File: src/hdl/rcbl_pkg.sv
// constants for the reset-time configuration byte loader
package rcbl_pkg;
   // external addresses of the two used configuration bytes
   localparam logic [23:0] RCBL_CFG0_ADDR = 24'hFFFFF8;
   localparam logic [23:0] RCBL_CFG1_ADDR = 24'hFFFFF9;
   // byte zero fields
   localparam int RCBL_B0_RSVD   = 7;
   localparam int RCBL_B0_WSA_HI = 6;
   localparam int RCBL_B0_WSA_LO = 5;
   localparam int RCBL_B0_LATCH  = 4;
   localparam int RCBL_B0_RNG_HI = 3;
   localparam int RCBL_B0_RNG_LO = 2;
   localparam int RCBL_B0_PAGE_N = 1;
   localparam int RCBL_B0_OPCODE = 0;
   // byte one fields
   localparam int RCBL_B1_IRQ    = 4;
   localparam int RCBL_B1_WSB_HI = 2;
   localparam int RCBL_B1_WSB_LO = 1;
   localparam int RCBL_B1_MAP_N  = 0;
   // address range select encodings
   localparam logic [1:0] RCBL_RNG_256K = 2'h0;
   localparam logic [1:0] RCBL_RNG_128K = 2'h1;
   localparam logic [1:0] RCBL_RNG_64K  = 2'h2;
   localparam logic [1:0] RCBL_RNG_SPLIT = 2'h3;
   localparam logic [4:0] RCBL_ABITS_18 = 5'h12;
   localparam logic [4:0] RCBL_ABITS_17 = 5'h11;
   localparam logic [4:0] RCBL_ABITS_16 = 5'h10;
   // strobe width in oscillator periods, pushed interrupt bytes
   localparam logic [1:0] RCBL_LATCH_LONG  = 2'h3;
   localparam logic [1:0] RCBL_LATCH_SHORT = 2'h1;
   localparam logic [2:0] RCBL_PUSH_SMALL  = 3'h2;
   localparam logic [2:0] RCBL_PUSH_LARGE  = 3'h4;
   // pin synchroniser settle time before the source is chosen
   localparam logic [1:0] RCBL_SETTLE_CYCLES = 2'h2;
   // apb register map
   localparam logic [11:0] RCBL_OFS_BYTE0  = 12'h000;
   localparam logic [11:0] RCBL_OFS_BYTE1  = 12'h004;
   localparam logic [11:0] RCBL_OFS_STATUS = 12'h008;
   localparam logic [11:0] RCBL_OFS_CTRL   = 12'h00C;
   localparam logic        RCBL_CTRL_RESET = 1'b0;
   localparam int RCBL_ST_VALID = 0;
   localparam int RCBL_ST_EXT   = 1;
   localparam int RCBL_ST_PAGE  = 2;
   localparam int RCBL_ST_RSVOK = 3;
endpackage

File: src/hdl/rcbl_loader.sv
// reset-time configuration byte loader with apb readback
//
// Design decisions made here: the APB slave port and the register addresses.
`timescale 1ns/100ps
`default_nettype none
// How it works
// RL1: settings for memory bus, opcodes, irq frame, code map come from two bytes.
// RL2: pin low: read bytes from the top eight external locations.
// RL3: byte zero from the lowest reserved address, byte one from the next.
// RL4: pin high: take both bytes from on-chip memory, no external reads.
// RL5: programmer writes byte zero bit 7 as one.
// RL6: byte zero bits 6:5 give general wait states, 00 three to 11 none.
// RL7: byte zero bit 4 clear gives three-period latch strobe, set gives one.
// RL8: byte zero bits 3:2 select address width and strobe usage.
// RL9: 00 256 KB, 01 128 KB, 10 64 KB, 11 split code and data.
// RL10: byte zero bit 1 clear selects page mode, set non-page mode.
// RL11: byte zero bit 0 clear binary opcodes, set source opcodes.
// RL12: byte zero fetched twice; port 2 bit 1 low on first picks page mode.
// RL13: byte one bits 2:1 give region 01 wait states, same encoding.
// RL14: byte one irq bit clear pushes two bytes, set pushes four.
// RL15: byte one map bit clear maps upper 16 KB code into data region 00.
// RL16: decoded settings latch once fetching ends and hold until reset.
module rcbl_loader
   import rcbl_pkg::*;
(
   input  wire logic        clk,
   input  wire logic        rst,
   input  wire logic        external_code_select_pin,
   input  wire logic        port2_bit1_pin,
   input  wire logic [7:0]  onchip_cfg0,
   input  wire logic [7:0]  onchip_cfg1,
   output logic             mem_rd_req,
   output logic [23:0]      mem_rd_addr,
   output logic             mem_page_mode,
   input  wire logic        mem_rd_ack,
   input  wire logic [7:0]  mem_rd_data,
   input  wire logic        psel,
   input  wire logic        penable,
   input  wire logic        pwrite,
   input  wire logic [11:0] paddr,
   input  wire logic [31:0] pwdata,
   input  wire logic [3:0]  pstrb,
   output logic [31:0]      prdata,
   output logic             pready,
   output logic             pslverr,
   output logic             cfg_valid,
   output logic [1:0]       wait_count_general,
   output logic [1:0]       wait_count_region1,
   output logic [1:0]       latch_strobe_periods,
   output logic [4:0]       addr_bus_bits,
   output logic             addr17_on_port1,
   output logic             addr16_on_port3,
   output logic             split_code_data,
   output logic             page_mode,
   output logic             source_mode,
   output logic [2:0]       irq_push_bytes,
   output logic             code_to_data_map_en
);

   typedef enum logic [2:0] {
      RCBL_SETTLE, RCBL_PICK, RCBL_FETCH0A, RCBL_FETCH0B, RCBL_FETCH1, RCBL_APPLY,
      RCBL_HOLD
   } rcbl_state_t;

   rcbl_state_t state_r;
   rcbl_state_t state_nxt;
   logic [1:0]  ea_sync_r;
   logic [1:0]  p21_sync_r;
   logic [1:0]  settle_r;
   logic [7:0]  cfg0_r;
   logic [7:0]  cfg1_r;
   logic        ext_src_r;
   logic        fetch_page_r;
   logic        check_en_r;
   logic [31:0] rdata_r;
   logic [1:0]  fetch_cnt_r;

   wire         ea_level = ea_sync_r[1];
   wire         p21_level = p21_sync_r[1];
   wire         fetching = (state_r == RCBL_FETCH0A) || (state_r == RCBL_FETCH0B) ||
                           (state_r == RCBL_FETCH1);
   wire         got_byte = fetching && mem_rd_ack;
   wire         apply = (state_r == RCBL_APPLY);

   // both pins come from outside, two flops before any use
   always_ff @(posedge clk) begin
      if (rst) begin
         ea_sync_r  <= 2'h0;
         p21_sync_r <= 2'h0;
      end else begin
         ea_sync_r  <= {ea_sync_r[0], external_code_select_pin};
         p21_sync_r <= {p21_sync_r[0], port2_bit1_pin};
      end
   end

   // hold off the source choice until the synchronised pin is valid
   always_ff @(posedge clk) begin
      if (rst)
         settle_r <= 2'h0;
      else if (state_r == RCBL_SETTLE)
         settle_r <= settle_r + 2'h1;
   end

   always_comb begin
      state_nxt = state_r;
      case (state_r)
         RCBL_SETTLE:  if (settle_r == RCBL_SETTLE_CYCLES) state_nxt = RCBL_PICK;
         RCBL_PICK:    state_nxt = ea_level ? RCBL_APPLY : RCBL_FETCH0A; // RL2 RL4
         RCBL_FETCH0A: if (mem_rd_ack) state_nxt = RCBL_FETCH0B; // RL12
         RCBL_FETCH0B: if (mem_rd_ack) state_nxt = RCBL_FETCH1;
         RCBL_FETCH1:  if (mem_rd_ack) state_nxt = RCBL_APPLY;
         RCBL_APPLY:   state_nxt = RCBL_HOLD;
         RCBL_HOLD:    state_nxt = RCBL_HOLD; // RL16
         default:      state_nxt = RCBL_SETTLE;
      endcase
   end

   always_ff @(posedge clk) begin
      if (rst)
         state_r <= RCBL_SETTLE;
      else
         state_r <= state_nxt;
   end

   // external fetch port: request held until the memory acknowledges
   assign mem_rd_req  = fetching;
   assign mem_rd_addr = (state_r == RCBL_FETCH1) ? RCBL_CFG1_ADDR : RCBL_CFG0_ADDR; // RL2 RL3
   assign mem_page_mode = fetch_page_r;

   // first fetch runs non-page; port 2 bit 1 low switches later ones to page
   always_ff @(posedge clk) begin
      if (rst)
         fetch_page_r <= 1'b0;
      else if (state_r == RCBL_FETCH0A && mem_rd_ack)
         fetch_page_r <= ~p21_level; // RL12
   end

   // raw bytes; the second byte-zero fetch overwrites the first
   always_ff @(posedge clk) begin
      if (rst) begin
         cfg0_r    <= 8'h00;
         cfg1_r    <= 8'h00;
         ext_src_r <= 1'b0;
      end else if (state_r == RCBL_PICK && ea_level) begin
         cfg0_r    <= onchip_cfg0; // RL4
         cfg1_r    <= onchip_cfg1;
      end else if (got_byte) begin
         ext_src_r <= 1'b1;
         if (state_r == RCBL_FETCH1)
            cfg1_r <= mem_rd_data; // RL3
         else
            cfg0_r <= mem_rd_data; // RL3
      end
   end

   wire [1:0] rng_sel = {cfg0_r[RCBL_B0_RNG_HI], cfg0_r[RCBL_B0_RNG_LO]};
   wire [1:0] wsa_bits = {cfg0_r[RCBL_B0_WSA_HI], cfg0_r[RCBL_B0_WSA_LO]};
   wire [1:0] wsb_bits = {cfg1_r[RCBL_B1_WSB_HI], cfg1_r[RCBL_B1_WSB_LO]};
   // active-low encodings: 00 gives three waits, 11 none
   wire [1:0] wsa_count = ~wsa_bits; // RL6
   wire [1:0] wsb_count = ~wsb_bits; // RL13
   wire [4:0] abits_dec = (rng_sel == RCBL_RNG_256K) ? RCBL_ABITS_18 :
                          (rng_sel == RCBL_RNG_128K) ? RCBL_ABITS_17 : RCBL_ABITS_16; // RL8 RL9

   // decoded settings written once, then frozen until reset
   always_ff @(posedge clk) begin
      if (rst) begin
         cfg_valid            <= 1'b0;
         wait_count_general   <= 2'h3;
         wait_count_region1   <= 2'h3;
         latch_strobe_periods <= RCBL_LATCH_LONG;
         addr_bus_bits        <= RCBL_ABITS_16;
         addr17_on_port1      <= 1'b0;
         addr16_on_port3      <= 1'b0;
         split_code_data      <= 1'b0;
         page_mode            <= 1'b0;
         source_mode          <= 1'b0;
         irq_push_bytes       <= RCBL_PUSH_SMALL;
         code_to_data_map_en  <= 1'b0;
      end else if (apply) begin // RL1 RL16
         cfg_valid            <= 1'b1;
         wait_count_general   <= wsa_count; // RL6
         wait_count_region1   <= wsb_count; // RL13
         latch_strobe_periods <= cfg0_r[RCBL_B0_LATCH] ? RCBL_LATCH_SHORT
                                                        : RCBL_LATCH_LONG; // RL7
         addr_bus_bits        <= abits_dec; // RL8
         addr17_on_port1      <= (rng_sel == RCBL_RNG_256K); // RL9
         addr16_on_port3      <= (rng_sel == RCBL_RNG_256K) ||
                                 (rng_sel == RCBL_RNG_128K); // RL9
         split_code_data      <= (rng_sel == RCBL_RNG_SPLIT); // RL9
         page_mode            <= ~cfg0_r[RCBL_B0_PAGE_N]; // RL10
         source_mode          <= cfg0_r[RCBL_B0_OPCODE]; // RL11
         irq_push_bytes       <= cfg1_r[RCBL_B1_IRQ] ? RCBL_PUSH_LARGE
                                                     : RCBL_PUSH_SMALL; // RL14
         code_to_data_map_en  <= ~cfg1_r[RCBL_B1_MAP_N]; // RL15
      end
   end

   // apb slave: zero wait states, read data captured in the setup cycle
   wire       setup_ph  = psel && !penable;
   wire       access_ph = psel && penable;
   wire       hit_byte0 = (paddr == RCBL_OFS_BYTE0);
   wire       hit_byte1 = (paddr == RCBL_OFS_BYTE1);
   wire       hit_stat  = (paddr == RCBL_OFS_STATUS);
   wire       hit_ctrl  = (paddr == RCBL_OFS_CTRL);
   wire       mapped    = hit_byte0 || hit_byte1 || hit_stat || hit_ctrl;
   wire       ctrl_wr   = access_ph && pwrite && hit_ctrl && pstrb[0];
   // reserved bit of byte zero is expected set; checking is optional
   wire       rsv_ok    = cfg0_r[RCBL_B0_RSVD] || !check_en_r; // RL5
   wire [3:0] status_w  = {rsv_ok, fetch_page_r, ext_src_r, cfg_valid};
   wire [31:0] rd_mux   = hit_byte0 ? {24'h000000, cfg0_r} :
                          hit_byte1 ? {24'h000000, cfg1_r} :
                          hit_stat  ? {28'h0000000, status_w} :
                          hit_ctrl  ? {31'h0000000, check_en_r} : 32'h00000000;

   assign pready  = 1'b1;
   assign pslverr = access_ph && !mapped;
   assign prdata  = rdata_r;

   always_ff @(posedge clk) begin
      if (rst)
         rdata_r <= 32'h00000000;
      else if (setup_ph && !pwrite)
         rdata_r <= rd_mux;
   end

   always_ff @(posedge clk) begin
      if (rst)
         check_en_r <= RCBL_CTRL_RESET;
      else if (ctrl_wr)
         check_en_r <= pwdata[0];
   end

   // fetch tally for the checks below, not used by the datapath
   always_ff @(posedge clk) begin
      if (rst)
         fetch_cnt_r <= 2'h0;
      else if (got_byte)
         fetch_cnt_r <= fetch_cnt_r + 2'h1;
   end
endmodule
`default_nettype wire

File: config.mk
export PLATFORM = sky130hd
export DESIGN_NAME = rcbl_loader
export DESIGN_NICKNAME = d
export VERILOG_FILES = /design/src/hdl/rcbl_pkg.sv /design/src/hdl/rcbl_loader.sv
export SDC_FILE = /design/constraint.sdc
export NUM_CORES = 1
export LEC_CHECK = 0
export BUFFER_PORTS_ARGS = -buffer_cell sky130_fd_sc_hd__clkbuf_2
export CAP_MARGIN = 20
export CELL_PAD_IN_SITES_DETAIL_PLACEMENT = 1
export CELL_PAD_IN_SITES_GLOBAL_PLACEMENT = 1
export CORE_MARGIN = 4
export CORE_UTILIZATION = 30
export DETAILED_ROUTE_END_ITERATION = 6
export GPL_TIMING_DRIVEN = 0
export PLACE_DENSITY_LB_ADDON = 0.1
export SLEW_MARGIN = 30
export SYNTH_ARGS = -nofsm -noshare
export SYNTH_HDL_FRONTEND = slang
export SYNTH_SLANG_ARGS = --single-unit
File: constraint.sdc
create_clock -name clk -period 1.9 [get_ports clk]
set_clock_uncertainty 0.2 [all_clocks]
set_input_delay 0.095 -clock clk [delete_from_list [all_inputs] [get_ports clk]]
set_output_delay 0.095 -clock clk [all_outputs]
set_load 0.1 [all_outputs]
## After elaboration in Yosys (flattened, before gate mapping)

Index checks and enable logic that the tools add are counted.

- Register bits: 81
- Output and inout port bits: 81
- Word-level logic and storage cells: 98

- $add $sub $neg: 1
- Eq/ne operators: 17
- Muxes and demuxes: 21
- Bitwise logic cells: 6
- Reductions and logical operators: 31

Operator list:

| kind | count |
|---|---|
| 8-bit 2-to-1 mux | 8 |
| 12-bit by 4-bit == test with 1-bit output, second input constant | 2 |
| 3-bit 2-to-1 mux | 6 |
| 3-bit one-hot mux with 6 select lines | 1 |
| 12-bit by 3-bit == test with 1-bit output, second input constant | 1 |
| 12-bit logical NOT | 1 |
| 1-bit logical AND | 10 |
| 3-bit == test, second input constant | 3 |
| 1-bit logical OR | 7 |
| 3-bit by 2-bit == test with 1-bit output, second input constant | 2 |
| 2-bit != test, second input constant | 3 |
| 2-bit AND reduction | 3 |
| 2-bit == test, second input constant | 2 |
| 1-bit logical NOT | 4 |
| 2-bit 2-to-1 mux | 2 |
| 4-bit 2-to-1 mux | 1 |
| 2-bit by 1-bit != test with 1-bit output, second input constant | 2 |
| 1-bit inverter | 4 |
| 2-bit inverter | 2 |
| 4-bit AND reduction | 1 |
| 2-bit nonzero test | 2 |
| 3-bit by 1-bit == test with 1-bit output, second input constant | 1 |
| 3-bit logical NOT | 1 |
| 1-bit 2-to-1 mux | 3 |
| other kinds (4) | 4 |

## Logic depth before layout (Yosys ltp)

- Word-level depth: 6
- Mapped depth: 6
- Gate-level depth less buffers: 6

## Worst setup path before layout

No wires, ideal clock.

- Path kind: reg-to-reg
- Start point: register state_r[0]
- End point: register ext_src_r
- Data arrival time: 2.285 ns
- Data required time: 1.634 ns
- Slack: -0.651 ns
- Stages on the path, launching flop included: 6
- Period minus slack after synthesis: 2.551 ns
- Cell sequence: dfxtp_1 > buf_6 > nor3b_4 > a21o_1 > a21oi_1 > nor2_1

- Word-level cells in the longest chain between the ends: 5

Ends and longest elaborated chain:

| what | line | source |
|---|---|---|
| start: declaration | rcbl_loader.sv:65 | `rcbl_state_t state_r;` |
| start signal: assignment | rcbl_loader.sv:122 | `state_r <= state_nxt;` |
| 3-bit by 2-bit == test with 1-bit output | rcbl_loader.sv:80 | `wire fetching = (state_r == RCBL_FETCH0A) \|\| (state_r == RCBL_FETCH0B) \|\|` |
| 1-bit logical OR | rcbl_loader.sv:80 |  |
| 1-bit logical OR (*) | rcbl_loader.sv:80 |  |
| net mem_rd_req | rcbl_loader.sv:32 | `output logic mem_rd_req,` |
| 1-bit logical AND (*) | rcbl_loader.sv:82 | `wire got_byte = fetching && mem_rd_ack;` |
| 2-bit AND reduction (no source line) (*) | n/a |  |
| end signal: assignment | rcbl_loader.sv:143 | `ext_src_r <= 1'b0;` |
| end signal: assignment | rcbl_loader.sv:148 | `ext_src_r <= 1'b1;` |
| end: declaration | rcbl_loader.sv:72 | `logic ext_src_r;` |

The timed path passes the listed nets; every way through them passes the cells marked *.
A chain may end at the register's enable or synchronous reset.

## Worst setup path after layout

- Start point: register state_r[0]
- End point: output port mem_rd_addr[0]

- Word-level cells in the longest chain between the ends: 2

Ends and longest elaborated chain:

| what | line | source |
|---|---|---|
| 3-bit == test | rcbl_loader.sv:127 | `assign mem_rd_addr = (state_r == RCBL_FETCH1) ? RCBL_CFG1_ADDR : RCBL_CFG0_ADDR;` |
| 1-bit 2-to-1 mux | rcbl_loader.sv:127 |  |
| end: declaration | rcbl_loader.sv:33 | `output logic [23:0] mem_rd_addr,` |

Every way passes these cells.

==> run summary <==
The proportion of netlist area held by the largest area contributor works out to 0.392. For the required arrival time at the worst endpoint, the log shows 1.60 ns. The floorplan step defined a core boundary enclosing 8340 um2. The violation count after the first detailed-route iteration was 49. The slowest library cell on the worst path is clkbuf_2.

The tools report the first-pass GRT wire length as 12700 um. TritonCTS built the clock tree. Number of antenna violations at the first check in global routing: 0. The run gives 51 as the clock sink total. The run gives 572 as the count of non-filler cells in the finished layout. The most common flop cell mapped by yosys is dfxtp_1. The most area-hungry cell type in the Yosys netlist is dfxtp_1. The critical path class is flop to output pin.

Yosys printed 0 warnings. The number of core rows is 33. The average wire per standard cell works out to 14.2 um. Transition at the pin with the smallest max-transition slack: 0.603 ns.

The final hold violation count was 0. The buffering stage count on the worst path with inverters included came out at 2. The tools report the effective utilization at floorplan as 0.312.

The tools report the leakage dissipation as 1.79 nW. The first TritonRoute pass finished after 4 iterations. The tool flagged a number of max-cap violations equal to 0. In this run the critical register-to-register path is launched from state_r[1]$_SDFFE_PP0P_. The ratio of final minimum period to clock period came out at 0.951. The run finished with clean final reports.

The number of instances on the worst hold path was 5; the utilization after layout was 0.452. The sequential area share after synthesis is 0.392, and the distinct cell type count of the synthesized netlist is 38. Relative to the synthesized area, the layout overhead comes to 44.7%.

The chip height is 101 um, and the number of diodes added for antenna fixing is 0. After legalization and detailed placement, the total HPWL measured 5970 um. CTS built an H-tree with a depth of 2. Across the VDD grid, the largest voltage drop is 0.000389 V. Once the clock tree was built, the setup fixing pass inserted 0 buffers. The switching power summed over all nets came out at 1.37 mW. Buffers inserted during clock tree synthesis total 5.

Overflow left after global routing: 0. For the number of antenna-violating nets in the routed design, the log shows 0. By area the synthesized netlist is led by dfxtp_1, buf_4, nor2_1, mux2i_1, nand2_1. The global-route total usage across every layer is 0.155, and the post-synth design cell area is 2610 um2. The weighted congestion at the end of routability-driven global placement came out at 0.787. Walking the worst path, the cells encountered are buf_6 > nor3b_4 > clkbuf_2. Vias after detailed routing: 2502.

The data arrival at the endpoint of the critical path was 1.51 ns. The tools report the critical path launch point type as a flop. The logs give 0.30 ns for the clock latency of the later-clocked register in the worst-skew pair and 16 for the maximum number of pins on one net before global-route repair. On the worst path, the slowest cell contributes a delay of 0.51 ns. Internal power: 1.98 mW.

The die is 101 um wide. The synthesized design contains 51 register bits. The switching share of total power came out at 0.409.

The worst hold endpoint was check_en_r$_SDFFE_PP0P_. A synthesized cell averages 8.57 um2. The clock network fraction of total power came out at 0.238. The run gives 0 as the number of setup violations in the final report.

In this run the critical register-to-register path is captured at irq_push_bytes[1]$_SDFFE_PP1P_. Wires add up to 8090 um. Setup repair after global routing left no endpoint under its margin. The tools report the final max-slew violation count as 0. For this run, design rule violations remaining after detail routing come to 0. In this design, the largest share of critical-path delay is due to buffers and inverters. For the share of total power in sequential cells, the log shows 0.369. Summing internal, switching and leakage power gives 3.34 mW. The worst register-to-register path has a setup slack of 0.15 ns.

The tools report the upper clock frequency limit as 553 MHz. Power per cell area: 886 nW/um2. Yosys mapped a number of flops with a built-in enable equal to 0. The number of placed instances, taps included, is 532. The via count of the first global-routing pass was 2680.

The classification of the worst-slack hold path is input pin to flop. The kind of capture point of the worst setup path is an output pin. The time the final worst path needs with I/O delays and setup was 1.81 ns; the count of boundary I/O pins was 161. After clock tree synthesis, the clock-pin slew on the worst setup and hold paths is 0.10 ns. In this run the clock root is driven by a clkbuf_8.

In this run the worst path has a maximum fanout of 10. The logs give 0.392 for the relative contribution of combinational cells to total power and 0.594 for the headroom to the max-slew limit. In this run the deepest clock path goes through 2 buffers.

For the count of mapped cells out of synthesis, the log shows 304. For the final net count, the log shows 547. In this run the most critical hold path is launched from paddr[10].

For the overall die area, the log shows 10200 um2. The async set or reset register ratio after synthesis works out to 0. The proportion of layout cells with a drive suffix above 1 was 0.332; the number of cells traversed by the worst register-to-register path was 4.

In the routed layout, each cell is associated on average with a via count of 4.37. During placement, the flow inserted port buffers numbering 72.
routing by layer:
layer / GRT usage / vias up / part of all wire
met5: 0 / - / 0
met4: 0.0337 / 0 / 0.013
met3: 0.0337 / 11 / 0.072
met2: 0.278 / 97 / 0.49
met1: 0.190 / 1139 / 0.43
li1: - / 1255 / -
what timing repair did:
item,4_1_cts,5_1_grt
setup endpoints to repair,1,19
hold buffers,33,0
resized for setup,1,9
hold endpoints to repair,21,0
cells by family (layout without fill, tap and decap cells):
logic type	Yosys count	in the layout	share of synthesized area
AO/OA/AOI/OAI	56	56	0.149
XOR/XNOR	1	1	0.00336
adder cells (fa/ha/maj)	1	1	0.00480
buffers and inverters	75	187	0.194
flip-flops	51	51	0.392
multiplexers	18	18	0.0749
other	2	53	0.00288
AND/OR/NAND/NOR	100	100	0.179
final cells by class:
type	instances	area, um2
Timing Repair Buffer	105	693
Fill cell	1038	4570
Sequential cell	51	1020
Clock buffer	6	82.6
Buffer	70	499
Clock inverter	2	35.0
Inverter	4	15.0
Multi-Input combinational cell	229	1290
Tap cell	105	131
synthesized netlist by cell type, drive strengths merged (3+ instances only):
| cell type | number |
|---|---|
| buf | 63 |
| nand2 | 29 |
| a211o | 7 |
| o21ai | 8 |
| mux2i | 15 |
| clkbuf | 8 |
| a22oi | 4 |
| dfxtp | 51 |
| nor2b | 7 |
| nor3b | 3 |
| nand3 | 4 |
| a211oi | 11 |
| nor3 | 3 |
| a21oi | 13 |
| nor2 | 42 |
| inv | 4 |
| a311oi | 8 |
worst reg2reg max path, delay by kind of cell (launching register included):
kind	cells	cell delay (ns)
AOI/OAI and AO/OA	1	0.32
buffers and inverters	2	0.45
DFF	1	0.35
and+or+nand+nor	1	0.32
state kept, by name (all words and copies together) (netlist names), 2 cells and up:
| signal | flops |
|---|---|
| cfg1_r | 8 |
| wait_count_region1 | 2 |
| prdata | 8 |
| wait_count_general | 2 |
| cfg0_r | 8 |
| ea_sync_r | 2 |
| p21_sync_r | 2 |
| settle_r | 2 |
| irq_push_bytes | 2 |
| state_r | 3 |
power groups by stage:
stage / Clock (mW) / Combinational (mW) / Sequential [mW]
2_1_floorplan: 0 / 1.02 / 1.29
3_3_place_gp: 0 / 1.23 / 1.25
3_5_place_dp: 0 / 1.25 / 1.26
4_1_cts: 0.818 / 1.30 / 1.23
5_1_grt: 0.851 / 1.39 / 1.24
6_report: 0.796 / 1.31 / 1.23
cells in the final DEF, fill, tap and decap left out, types with 2 or more instances in the layout:
| master | instances |
|---|---|
| buf_4 | 56 |
| clkbuf_4 | 2 |
| nand3_1 | 3 |
| dlygate4sd3_1 | 33 |
| nor2b_1 | 7 |
| mux2i_1 | 15 |
| nand4_1 | 2 |
| a311oi_1 | 8 |
| conb_1 | 53 |
| nor4_1 | 2 |
| buf_6 | 2 |
| a22oi_1 | 4 |
| clkbuf_8 | 6 |
| dfxtp_1 | 51 |
| clkbuf_2 | 73 |
| a21oi_1 | 13 |
| nor3_1 | 2 |
| nor3b_1 | 2 |
| clkbuf_1 | 5 |
| inv_1 | 4 |
| nand2_1 | 29 |
| a211oi_1 | 11 |
| mux2_2 | 2 |
| nand2b_1 | 2 |
| o2bb2ai_1 | 2 |
| o21ai_0 | 8 |
| a211o_1 | 7 |
| buf_2 | 4 |
| nor2_1 | 42 |
per-stage QoR:
| stage | hold WS (ns) | setup TNS (ns) | worst slack, ns | cell area [um2] |
|---|---|---|---|---|
| CTS | 0.00362 | 0 | 0.0621 | 3760 |
| global route | 0.0547 | 0 | 0.00531 | 3770 |
| global placement | 0.103 | 0 | 0.111 | 3310 |
| detailed placement | 0.110 | 0 | 0.116 | 3310 |
| finish | 0.0143 | 0 | 0.0932 | 3770 |
| floorplan | 0.0232 | -3.09 | -0.327 | 2820 |
worst max path at each step:
stage | start | endpoint | slack, ns | depth (start not counted)
floorplan | state_r[0]$_SDFFE_PP0P_ | cfg1_r[0]$_SDFFE_PP0P_ | -0.33 | 6
global placement | state_r[0]$_SDFFE_PP0P_ | cfg1_r[6]$_SDFFE_PP0P_ | 0.11 | 5
detailed placement | state_r[0]$_SDFFE_PP0P_ | cfg1_r[6]$_SDFFE_PP0P_ | 0.12 | 5
CTS | state_r[0]$_SDFFE_PP0P_ | mem_rd_addr[0] | 0.06 | 3
global route | rst | addr16_on_port3$_SDFFE_PP0P_ | 0.005 | 5
finish | state_r[0]$_SDFFE_PP0P_ | mem_rd_addr[0] | 0.09 | 3
Power figures use the tool's default switching activity.
